### src/gfc_pkg.sv
// shared constants and types of the gated frequency counter
package gfc_pkg;
    // clock and gate timing
    localparam int CLK_HZ = 200_000_000;
    localparam int GATE_MIN_TIME_US = 10_000;
    localparam int GATE_MIN_CYCLES = GATE_MIN_TIME_US * (CLK_HZ / 1_000_000);
    localparam int GATE_BASE_MAX = 4_000_000;
    localparam int MAX_INPUT_HZ = 150_000_000;

    // display layout
    localparam int DIGITS = 6;
    localparam int BCD_W = 4 * DIGITS;
    localparam logic [3:0] BCD_NINE = 4'h9;

    // register offsets
    localparam logic [7:0] ADDR_CTRL = 8'h00;
    localparam logic [7:0] ADDR_STATUS = 8'h04;
    localparam logic [7:0] ADDR_RESULT = 8'h08;
    localparam logic [7:0] ADDR_INT_STAT = 8'h0c;
    localparam logic [7:0] ADDR_INT_MASK = 8'h10;

    // field positions
    localparam int CTRL_EN_BIT = 0;
    localparam int CTRL_GATE_LSB = 1;
    localparam int STAT_EN_BIT = 0;
    localparam int STAT_GATE_LSB = 1;
    localparam int STAT_FLASH_BIT = 3;
    localparam int STAT_OVER_BIT = 4;
    localparam int RESULT_OVER_BIT = 24;
    localparam int INT_DONE_BIT = 0;
    localparam int INT_OVER_BIT = 1;
    localparam int INT_W = 2;

    // unit lights
    localparam logic [1:0] UNIT_HZ = 2'h1;
    localparam logic [1:0] UNIT_KHZ = 2'h2;

    // reset values
    localparam logic [INT_W-1:0] INT_MASK_RESET = 2'h0;

    // gate time choices, in cycling order
    typedef enum logic [1:0] {
        GATE_10MS,
        GATE_100MS,
        GATE_1S,
        GATE_10S
    } gfc_gate_t;

    // window state
    typedef enum logic {
        ST_IDLE,
        ST_COUNT
    } gfc_state_t;
endpackage

### src/gfc_cnt_if.sv
// carrier between the window control and the decimal edge counter
`timescale 1ns/10ps
interface gfc_cnt_if;
    import gfc_pkg::*;
    logic inc;
    logic clr;
    logic [BCD_W-1:0] digits;
    logic over;
    modport owner (output inc, output clr, input digits, input over);
    modport counter (input inc, input clr, output digits, output over);
endinterface

### src/gfc_bcd_counter.sv
// six-digit decimal edge counter with sticky carry-out flag
`timescale 1ns/10ps
module gfc_bcd_counter
    import gfc_pkg::*;
(
    // clock and reset
    input wire logic clk_in,
    input wire logic rst_in,
    // control and result
    gfc_cnt_if.counter cnt
);
    logic [DIGITS:0] carry;
    logic over;
    logic next_over;

    // counting in decimal avoids a binary to decimal conversion per window
    assign carry[0] = cnt.inc;

    for (genvar i = 0; i < DIGITS; i++) begin : g_dig
        logic [3:0] d;
        logic [3:0] next_d;
        assign carry[i+1] = carry[i] && (d == BCD_NINE);
        assign cnt.digits[4*i +: 4] = d;
        // an edge in the clearing cycle opens the next window at one
        always_comb begin
            next_d = d;
            if (cnt.clr) begin
                next_d = (i == 0 && cnt.inc) ? 4'h1 : 4'h0;
            end else if (carry[i]) begin
                next_d = (d == BCD_NINE) ? 4'h0 : d + 4'h1;
            end
        end
        always_ff @(posedge clk_in or posedge rst_in) begin
            if (rst_in) begin
                d <= 4'h0;
            end else begin
                d <= next_d;
            end
        end

    end

    // carry out of the top digit means more than six digits
    always_comb begin
        next_over = cnt.clr ? 1'b0 : (over || carry[DIGITS]);
    end
    always_ff @(posedge clk_in or posedge rst_in) begin
        if (rst_in) begin
            over <= 1'b0;
        end else begin
            over <= next_over;
        end
    end
    assign cnt.over = over;
endmodule

### src/gfc_top.sv
// gated frequency counter: keys, gate windows, display, registers
`timescale 1ns/10ps
module gfc_top
    import gfc_pkg::*;
#(
    parameter int unsigned GATE_BASE_CYCLES = GATE_MIN_CYCLES
) (
    // clock and reset
    input wire logic clk_in,
    input wire logic rst_in,
    // test signal and front-panel keys
    input wire logic sig_in,
    input wire logic key_gate_in,
    input wire logic key_shift_in,
    // register port
    input wire logic [7:0] addr_in,
    input wire logic [31:0] wdata_in,
    input wire logic wr_in,
    input wire logic rd_in,
    output logic [31:0] rdata_out,
    // display and lights
    output logic [BCD_W-1:0] digits_out,
    output logic [2:0] dp_out,
    output logic [1:0] unit_out,
    output logic over_out,
    output logic external_source_indicator_out,
    output logic [3:0] gate_led_out,
    output logic gate_flash_out,
    // interrupt
    output logic irq_out
);
    if (GATE_BASE_CYCLES < 1 || GATE_BASE_CYCLES > GATE_BASE_MAX) begin : g_chk
        $error("gate base cycles out of range");
    end

    gfc_cnt_if cnt ();

    gfc_bcd_counter u_cnt (
        .clk_in(clk_in),
        .rst_in(rst_in),
        .cnt(cnt)
    );

    // window length in cycles for a gate choice
    function automatic logic [31:0] gate_len(gfc_gate_t g);
        logic [31:0] b;
        b = 32'(GATE_BASE_CYCLES);
        case (g)
            GATE_10MS: gate_len = b;
            GATE_100MS: gate_len = 32'(b * 32'd10);
            GATE_1S: gate_len = 32'(b * 32'd100);
            default: gate_len = 32'(b * 32'd1000);
        endcase
    endfunction

    // decimal point places for a gate: the count unit is one over the gate
    function automatic logic [2:0] gate_dp(gfc_gate_t g);
        case (g)
            GATE_10MS: gate_dp = 3'h1;
            GATE_100MS: gate_dp = 3'h2;
            GATE_1S: gate_dp = 3'h3;
            default: gate_dp = 3'h1;
        endcase
    endfunction

    logic [2:0] sig_sync, next_sig_sync;
    logic [2:0] gate_sync, next_gate_sync;
    logic [1:0] shift_sync, next_shift_sync;
    logic edge_seen, press_gate, shift_held;

    // pins are asynchronous: two flops, then a third for edge detection
    always_comb begin
        next_sig_sync = {sig_sync[1:0], sig_in};
        next_gate_sync = {gate_sync[1:0], key_gate_in};
        next_shift_sync = {shift_sync[0], key_shift_in};
    end
    always_ff @(posedge clk_in or posedge rst_in) begin
        if (rst_in) begin
            sig_sync <= 3'h0;
            gate_sync <= 3'h0;
            shift_sync <= 2'h0;
        end else begin
            sig_sync <= next_sig_sync;
            gate_sync <= next_gate_sync;
            shift_sync <= next_shift_sync;
        end
    end
    // sampling at 200 MHz resolves edges only while the input stays
    // below half the clock
    assign edge_seen = sig_sync[1] && !sig_sync[2];
    assign press_gate = gate_sync[1] && !gate_sync[2];
    assign shift_held = shift_sync[1];

    gfc_state_t state, next_state;
    gfc_gate_t gate, next_gate;
    logic en, next_en;
    logic [31:0] tmr, next_tmr;
    logic [BCD_W-1:0] next_digits;
    logic [2:0] next_dp;
    logic [1:0] next_unit;
    logic next_over, next_flash;
    logic [3:0] next_leds;
    logic [INT_W-1:0] int_stat, next_int_stat, int_mask, next_int_mask;
    logic [INT_W-1:0] int_set;
    logic [31:0] next_rdata;
    logic next_irq, restart, win_end;

    assign win_end = (state == ST_COUNT) && (tmr == 32'h0);

    // key, register and window control
    always_comb begin
        next_en = en;
        next_gate = gate;
        restart = 1'b0;
        if (press_gate && shift_held) begin
            next_en = !en;
            restart = 1'b1;
        end else if (press_gate && en) begin
            next_gate = gfc_gate_t'(gate + 2'h1);
            restart = 1'b1;
        end else if (wr_in && addr_in == ADDR_CTRL) begin
            next_en = wdata_in[CTRL_EN_BIT];
            next_gate = gfc_gate_t'(wdata_in[CTRL_GATE_LSB +: 2]);
            restart = 1'b1;
        end
        next_state = state;
        next_tmr = tmr;
        cnt.clr = 1'b0;
        cnt.inc = edge_seen && en;
        if (!next_en) begin
            next_state = ST_IDLE;
            cnt.clr = 1'b1;
        end else if (restart || state == ST_IDLE || win_end) begin
            // a new window: restart count and timer together
            next_state = ST_COUNT;
            next_tmr = gate_len(next_gate) - 32'h1;
            cnt.clr = 1'b1;
            // the load cycle is the first cycle of the new window, so an
            // edge seen here belongs to it and every window spans L cycles
            cnt.inc = edge_seen;
        end else begin
            next_tmr = tmr - 32'h1;
        end
    end

    // display capture; gate LEDs follow the gate choice right away
    always_comb begin
        next_digits = digits_out;
        next_dp = dp_out;
        next_unit = unit_out;
        next_over = over_out;
        next_flash = gate_flash_out;
        int_set = '0;
        if (win_end && !restart) begin
            next_digits = cnt.digits;
            next_over = cnt.over;
            next_dp = gate_dp(gate);
            next_unit = (gate == GATE_10S) ? UNIT_HZ : UNIT_KHZ;
            next_flash = !gate_flash_out;
            int_set[INT_DONE_BIT] = 1'b1;
            int_set[INT_OVER_BIT] = cnt.over;
        end
        if (!next_en) begin
            next_flash = 1'b0;
        end
        next_leds = next_en ? (4'h1 << next_gate) : 4'h0;
    end

    // register reads; interrupt status clears on read, a new event wins
    always_comb begin
        next_rdata = 32'h0;
        next_int_mask = int_mask;
        next_int_stat = int_stat | int_set;
        if (wr_in && addr_in == ADDR_INT_MASK) begin
            next_int_mask = wdata_in[INT_W-1:0];
        end
        if (rd_in) begin
            if (addr_in == ADDR_CTRL) begin
                next_rdata[CTRL_EN_BIT] = en;
                next_rdata[CTRL_GATE_LSB +: 2] = gate;
            end else if (addr_in == ADDR_STATUS) begin
                next_rdata[STAT_EN_BIT] = en;
                next_rdata[STAT_GATE_LSB +: 2] = gate;
                next_rdata[STAT_FLASH_BIT] = gate_flash_out;
                next_rdata[STAT_OVER_BIT] = over_out;
            end else if (addr_in == ADDR_RESULT) begin
                next_rdata[BCD_W-1:0] = digits_out;
                next_rdata[RESULT_OVER_BIT] = over_out;
            end else if (addr_in == ADDR_INT_STAT) begin
                next_rdata[INT_W-1:0] = int_stat;
                next_int_stat = int_set;
            end else if (addr_in == ADDR_INT_MASK) begin
                next_rdata[INT_W-1:0] = int_mask;
            end
        end
        next_irq = |(next_int_stat & next_int_mask);
    end

    always_ff @(posedge clk_in or posedge rst_in) begin
        if (rst_in) begin
            state <= ST_IDLE;
            gate <= GATE_10MS;
            en <= 1'b0;
            tmr <= 32'h0;
            digits_out <= '0;
            dp_out <= 3'h0;
            unit_out <= 2'h0;
            over_out <= 1'b0;
            gate_flash_out <= 1'b0;
            gate_led_out <= 4'h0;
            external_source_indicator_out <= 1'b0;
            int_stat <= '0;
            int_mask <= INT_MASK_RESET;
            rdata_out <= 32'h0;
            irq_out <= 1'b0;
        end else begin
            state <= next_state;
            gate <= next_gate;
            en <= next_en;
            tmr <= next_tmr;
            digits_out <= next_digits;
            dp_out <= next_dp;
            unit_out <= next_unit;
            over_out <= next_over;
            gate_flash_out <= next_flash;
            gate_led_out <= next_leds;
            external_source_indicator_out <= next_en;
            int_stat <= next_int_stat;
            int_mask <= next_int_mask;
            rdata_out <= next_rdata;
            irq_out <= next_irq;
        end
    end
endmodule

### config.mk
export PLATFORM = sky130hd
export DESIGN_NAME = gfc_top
export DESIGN_NICKNAME = d
export VERILOG_FILES = /design/src/gfc_pkg.sv /design/src/gfc_cnt_if.sv /design/src/gfc_bcd_counter.sv /design/src/gfc_top.sv
export SDC_FILE = /design/constraint.sdc
export NUM_CORES = 1
export LEC_CHECK = 0
export BUFFER_PORTS_ARGS = -buffer_cell sky130_fd_sc_hd__buf_2
export CORE_ASPECT_RATIO = 1.75
export CORE_MARGIN = 2
export CORE_UTILIZATION = 45
export DETAILED_ROUTE_END_ITERATION = 16
export HOLD_SLACK_MARGIN = 0.15
export PLACE_DENSITY_LB_ADDON = 0.15
export SLEW_MARGIN = 20
export SYNTH_ARGS = -nofsm -noshare
export SYNTH_HDL_FRONTEND = slang
export SYNTH_SLANG_ARGS = --single-unit
### constraint.sdc
create_clock -name clk_in -period 4.7 [get_ports clk_in]
set_clock_uncertainty 0.15 [all_clocks]
set_input_delay 0.235 -clock clk_in [delete_from_list [all_inputs] [get_ports clk_in]]
set_output_delay 0.235 -clock clk_in [all_outputs]
set_load 0.005 [all_outputs]
; Word-level counts from Yosys, hierarchy flattened
; Index checks and enable logic that the tools add are counted.
[totals]
ff_bits = 134
input_bits = 47
out_inout_bits = 69
elab_cells = 147
[op_classes]
n_addsub = 9
n_eq_ne = 17
shift = 1
muxes = 60
n_bitwise = 3
reduce_logical = 33
[ops]
columns = operator, count
row1 = 32-bit 2-to-1 mux, 3
row2 = 31-bit one-hot mux with 3 select lines, 1
row3 = 4-bit 2-to-1 mux, 19
row4 = 32-bit by 1-bit subtractor with 32-bit output (second input constant), 2
row5 = 32-bit zero test, 1
row6 = 2-bit 2-to-1 mux, 14
row7 = 25-bit 2-to-1 mux, 1
row8 = 4-bit by 1-bit adder with 4-bit output (second input constant), 6
row9 = 4-bit equality test (second input constant), 6
row10 = 23-bit 2-to-1 mux, 1
row11 = 22-bit 2-to-1 mux, 1
row12 = 20-bit 2-to-1 mux, 1
row13 = 8-bit by 4-bit equality test with 1-bit output (second input constant), 2
row14 = 1-bit 2-to-1 mux, 16
row15 = 1-bit logical AND, 15
row16 = 2-bit nonzero test, 6
row17 = 8-bit by 3-bit equality test with 1-bit output (second input constant), 1
row18 = 8-bit by 5-bit equality test with 1-bit output (second input constant), 1
row19 = 8-bit zero test, 1
row20 = 2-bit equality test (second input constant), 3
row21 = 1-bit zero test, 5
row22 = 5-bit 2-to-1 mux, 1
row23 = 2-bit by 1-bit equality test with 1-bit output (second input constant), 2
row24 = 2-bit by 1-bit inequality test with 1-bit output (second input constant), 2
row25 = 10 further kinds, 12

; Longest topological paths before layout
[depth]
ltp_word = 17
ltp_mapped = 15

; Hierarchy
; Synthesis repeated with hierarchy kept, for this count alone.
[hier_totals]
cells_unflattened = 715
area_unflattened_um2 = 6760.2
[modules_own_cells]
columns = module, n_inst, cells_per_inst, area_per_inst_um2, seq_area_each_um2
row1 = gfc_top, 1, 559, 5292.6, 2702.6
row2 = gfc_bcd_counter, 1, 156, 1467.7, 625.6

; Worst setup path before layout
; OpenSTA, ideal clock, no wires.
[synth_timing]
path_kind = input to register
start = in addr_in[4]
end = reg tmr[28]
setup_time_ns = 0.131
arrival_ns = 3.371
t_required_ns = 4.419
setup_slack_ns = 1.047
stages = 12
cell_sequence = or4_1 > buf_2 > o41a_1 > o32ai_4 > nor2_1 > inv_1 > ha_1 > o21ai_2 > o31ai_4 > nand4_1 > o311a_1 > or3_1
[synth_via]
elab_chain_len = 11
[synth_lines]
columns = item, line_no
row1 = start: declaration, gfc_top.sv:16  ; input wire logic [7:0] addr_in,
row2 = 8-bit zero test *, gfc_top.sv:121  ; end else if (wr_in && addr_in == ADDR_CTRL) begin
row3 = 1-bit logical AND *, gfc_top.sv:121
row4 = 2-bit 2-to-1 mux *, gfc_top.sv:121
row5 = 2-bit 2-to-1 mux *, gfc_top.sv:118  ; end else if (press_gate && en) begin
row6 = 2-bit 2-to-1 mux *, gfc_top.sv:115  ; if (press_gate && shift_held) begin
row7 = named net next_gate[0], gfc_top.sv:95  ; gfc_gate_t gate, next_gate;
row8 = "2-bit equality test, or another cell as far along", gfc_top.sv:48  ; case (g)
row9 = 31-bit one-hot mux with 3 select lines *, gfc_top.sv:48
row10 = 32-bit 2-to-1 mux *, gfc_top.sv:133  ; end else if (restart || state == ST_IDLE || win_end) begin
row11 = 32-bit 2-to-1 mux *, gfc_top.sv:130  ; if (!next_en) begin
row12 = 32-bit by 1-bit subtractor with 32-bit output *, gfc_top.sv:136  ; next_tmr = gate_len(next_gate) - 32'h1;
row13 = 32-bit 2-to-1 mux *, gfc_top.sv:133
row14 = end signal: assignment, gfc_top.sv:220  ; tmr <= next_tmr;
row15 = end: declaration, gfc_top.sv:97  ; logic [31:0] tmr, next_tmr;
; The timed path passes the listed nets; every way through them passes the cells marked *. The select of a mux whose other input is x is not followed.
; A chain may end at the register's enable or synchronous reset.

; Worst setup path in the final report
[layout_timing]
start = in addr_in[0]
end = reg tmr[24]
; The elaborated chain is that of the path after synthesis.

==> impl_metrics.csv <==
group,metric,value,unit
clock_tree,clk_pin_slew,0.06,ns
floorplan,fp.dieArea,16540,sq um
global_routing,grt_antenna_before_repair,0,
power,combPwrFrac,28.9,%
hold_path,whs_endpoint,"int_stat[0]",
critical_path,critPathKind,"input pin to flop",
floorplan,die_h,168.6,microns
sta,worstMarginPinSlew,1.040,ns
final_layout,final_cell_mix,"dfrtp_1 (133), nand2_1 (129), buf_2 (78)",
placement,dpl_cell_area,7522,sq um
global_routing,grt_start_max_net_pins,77,
sta,period_needed,4.324,ns
clock_tree,post_cts_buffers,0,
critical_path,cp-start-kind,"input pin",
logic_synthesis,avgSynthCellArea,9.243,sq um
logic_synthesis,yosysWarningCount,0,
logic_synthesis,async_flop_share,100.0,%
clock_tree,cts_root_buffer,"clkbuf_16",
routing,drc_errors,0,
power,p_int,2.504,mW
routing,wirelength,17.69,mm
final_layout,num_antenna_cells,0,
hold_path,worstHoldPathType,"input pin to flop",
critical_path,regToRegStartpoint,"tmr[21]",
placement,gp_congestion,0.9226,
global_routing,grt_pass1_wl,29.15,mm
routing,vias_per_cell,5.785,
floorplan,start_util,45.73,%
logic_synthesis,synth_edf_count,0,
sta,fmax,231.3,MHz
sta,grt_setup_unrepaired,"no",
routing,routedWlPerCell,16.89,microns
power,total_power,4.022,mW
power,leakagePower,3.879,nW
placement,portBuffers,78,
critical_path,required,4.87,ns
routing,drt_iter0_drc,292,
critical_path,ff2ff_setup_slack,0.63,ns
placement,dp_hpwl,12.60,mm
routing,firstDrtPassIters,5,
critical_path,worstReg2RegEnd,"tmr[23]",
critical_path,critical_path.cell_chain,"dlygate4sd3_1, buf_2, or4_1, o31ai_1, a21oi_2, nor2_1, inv_1, ha_1, nor2b_1, mux2_2, nand4_4, or3_4, a221oi_2",
sta,drv_slew,0,
final_layout,final_area,8294,sq um
final_layout,area_growth,19.01,%
global_routing,grt_pass1_vias,6092,
power,power_density,484.9,nW/um^2
power,ir_drop,0.0003331,V
clock_tree,cts_buffers,17,
run_status,status,"completed",
logic_synthesis,syn_inst,754,
clock_tree,cts_tree,"built",
power,switching_share,37.73,%
logic_synthesis,syn-cell-area,6969,sq um
clock_tree,ctsHtreeMaxLevel,4,
sta,hold_viol,0,
final_layout,seq_area,3328,sq um
critical_path,cpMaxStageDelayCell,"or4_1",
clock_tree,clk-insertion-delay-late,0.42,ns
sta,maxSlewHeadroom,29.96,%
final_layout,final_nets,914,
sta,fin_ws,0.3758,ns
hold_path,min_path_cells,5,
routing,num_vias,6057,
placement,place_ws,0.5117,ns
sta,setup_viol,0,
hold_path,hold_path_startpoint,"addr_in[1]",
sta,post-route-period-util,92.00,%
final_layout,final_common_cell,"dfrtp_1",
critical_path,r2r_cells,8,
clock_tree,clock_sinks,133,
power,switchingPower,1.518,mW
sta,fin_tns_setup,0,ns
global_routing,grt_usage,21.61,%
power,pwr-share-seq,38.1,%
final_layout,fillers,1412,
critical_path,endpoint_kind,"flop",
critical_path,cp.arrival,4.49,ns
logic_synthesis,synthFlopType,"dfrtp_1",
logic_synthesis,ys_ff_latch,133,
floorplan,rows,60,
routing,drtAntennaViolNets,0,
floorplan,coreArea,15240,sq um
floorplan,fp.dieW,98.08,microns
logic_synthesis,seq_area_frac_synth,47.76,%
flow_run,maxCapViolations,0,
global_routing,grt_overflow,0,
power,clkPwrFrac,33.0,%
final_layout,drive_above_1_share,17.77,%
logic_synthesis,synthDistinctLibCells,72,
critical_path,cp_max_fo,14,
final_layout,multi_input_area,3381,sq um
clock_tree,cts_buffer_depth,2,
floorplan,ios,116,
critical_path,slowest_delay,0.64,ns
==> worst max path at each step <==
stage                     to  depth (start not counted)       start  slack, ns
4_1_cts              tmr[28]                         13  addr_in[3]       0.42
5_1_grt              tmr[24]                         13  addr_in[3]       0.11
6_report             tmr[24]                         13  addr_in[0]       0.38
3_3_place_gp         tmr[28]                         12  addr_in[4]       0.62
3_5_place_dp         tmr[28]                         12  addr_in[4]       0.51
2_1_floorplan  digits_out[0]                          1      rst_in       0.76
==> stage by stage <==
| stage | std cells | util (%) | hold slack, ns |
|---|---|---|---|
| 5_1_grt | 1047 | 54.43 | 0.2136 |
| 3_3_place_gp | 997 | 49.36 | 0.1875 |
| 6_report | 1047 | 54.43 | 0.1998 |
| 3_5_place_dp | 997 | 49.36 | 0.1885 |
| 2_1_floorplan | 761 | - | 0.1164 |
| 4_1_cts | 1047 | 54.43 | 0.1659 |
==> sequential cells by signal, summed over array words and instances, names as in the netlist <==
name	count
gate_flash_out	1
u_cnt.cnt.over	1
unit_out	2
over_out	1
en	1
gate_led_out	4
int_mask	2
gate	2
dp_out	2
gate_sync	3
irq_out	1
state	1
int_stat	2
rdata_out	25
digits_out	24
tmr	32
u_cnt.g_dig.d	24
shift_sync	2
sig_sync	3
==> cell type report <==
cell class                      count  area share, %
Inverter                           22          1.026
Multi-Input combinational cell    564          40.76
Clock buffer                       18          5.295
Sequential cell                   133          40.13
Tap cell                          186          2.806
Clock inverter                     14          1.840
Timing Repair Buffer              110          8.146
==> layer usage <==
metal | GRT usage (%) | vias up | wire (microns)
li1 | - | 2872 | -
met2 | 38.98 | 199 | 9504
met1 | 23.40 | 2932 | 6803
met4 | 12.32 | 0 | 691
met3 | 4.005 | 54 | 689
met5 | 0 | - | 0
==> cells by family (layout without fill, tap and decap cells) <==
logic type      after synthesis  in the layout  share of synthesized area, %
compound gates              167            167                         16.73
xor+xnor                      1              1                        0.1257
fa+ha+maj                    19             19                         3.411
buf+inv                      64            164                         4.147
flops                       133            133                         47.76
mux                          15             15                         2.244
other cells                   1              8                       0.05381
simple gates                354            354                         25.53
==> timing repair <==
item                      in CTS  in global routing
hold endpoints to repair      88                  0
hold buffers                  18                  0
resized for setup              0                  0
==> critical path, delay by kind of cell <==
family                     cells  cell delay [ns]
buffers and inverters          3             0.89
AOI/OAI and AO/OA              3             0.80
and+or+nand+nor                5             1.85
muxes                          1             0.37
adders and majority gates      1             0.33
==> power by group through the flow <==
| stage | registers [mW] | logic, mW | clock network (mW) |
|---|---|---|---|
| after floorplan | 1.47 | 0.871 | 0 |
| after global placement | 1.53 | 1.11 | 0 |
| after detailed placement | 1.54 | 1.13 | 0 |
| after CTS | 1.52 | 1.15 | 1.35 |
| after global routing | 1.55 | 1.29 | 1.41 |
| final | 1.53 | 1.16 | 1.33 |
==> cell usage after synthesis, types with 5 or more instances <==
cell       number  area, sq um
mux2i_1        10        100.1
or3_1          21        131.4
nor3_1         21        105.1
nand2_1       129        484.2
nor2_1         56        210.2
nand4_1        16        100.1
and3_1          7        43.79
inv_1          22        82.58
a21oi_1        50        250.2
o21ai_0        46        230.2
nand2b_1        7        43.79
mux2_2          5        56.30
a2bb2oi_1       7        61.31
nor2b_1         8        50.05
and2_1         23        143.9
buf_4           9        67.56
or4_1           7        52.55
clkbuf_1       24        90.09
ha_1           19        237.7
nand3_1        25        125.1
buf_2           6        30.03
o31ai_1         5        37.54
nor4_1         13        81.33
and3b_1         5        43.79
dfrtp_1       133         3328
No activity file was read; power rests on OpenSTA's default activity.
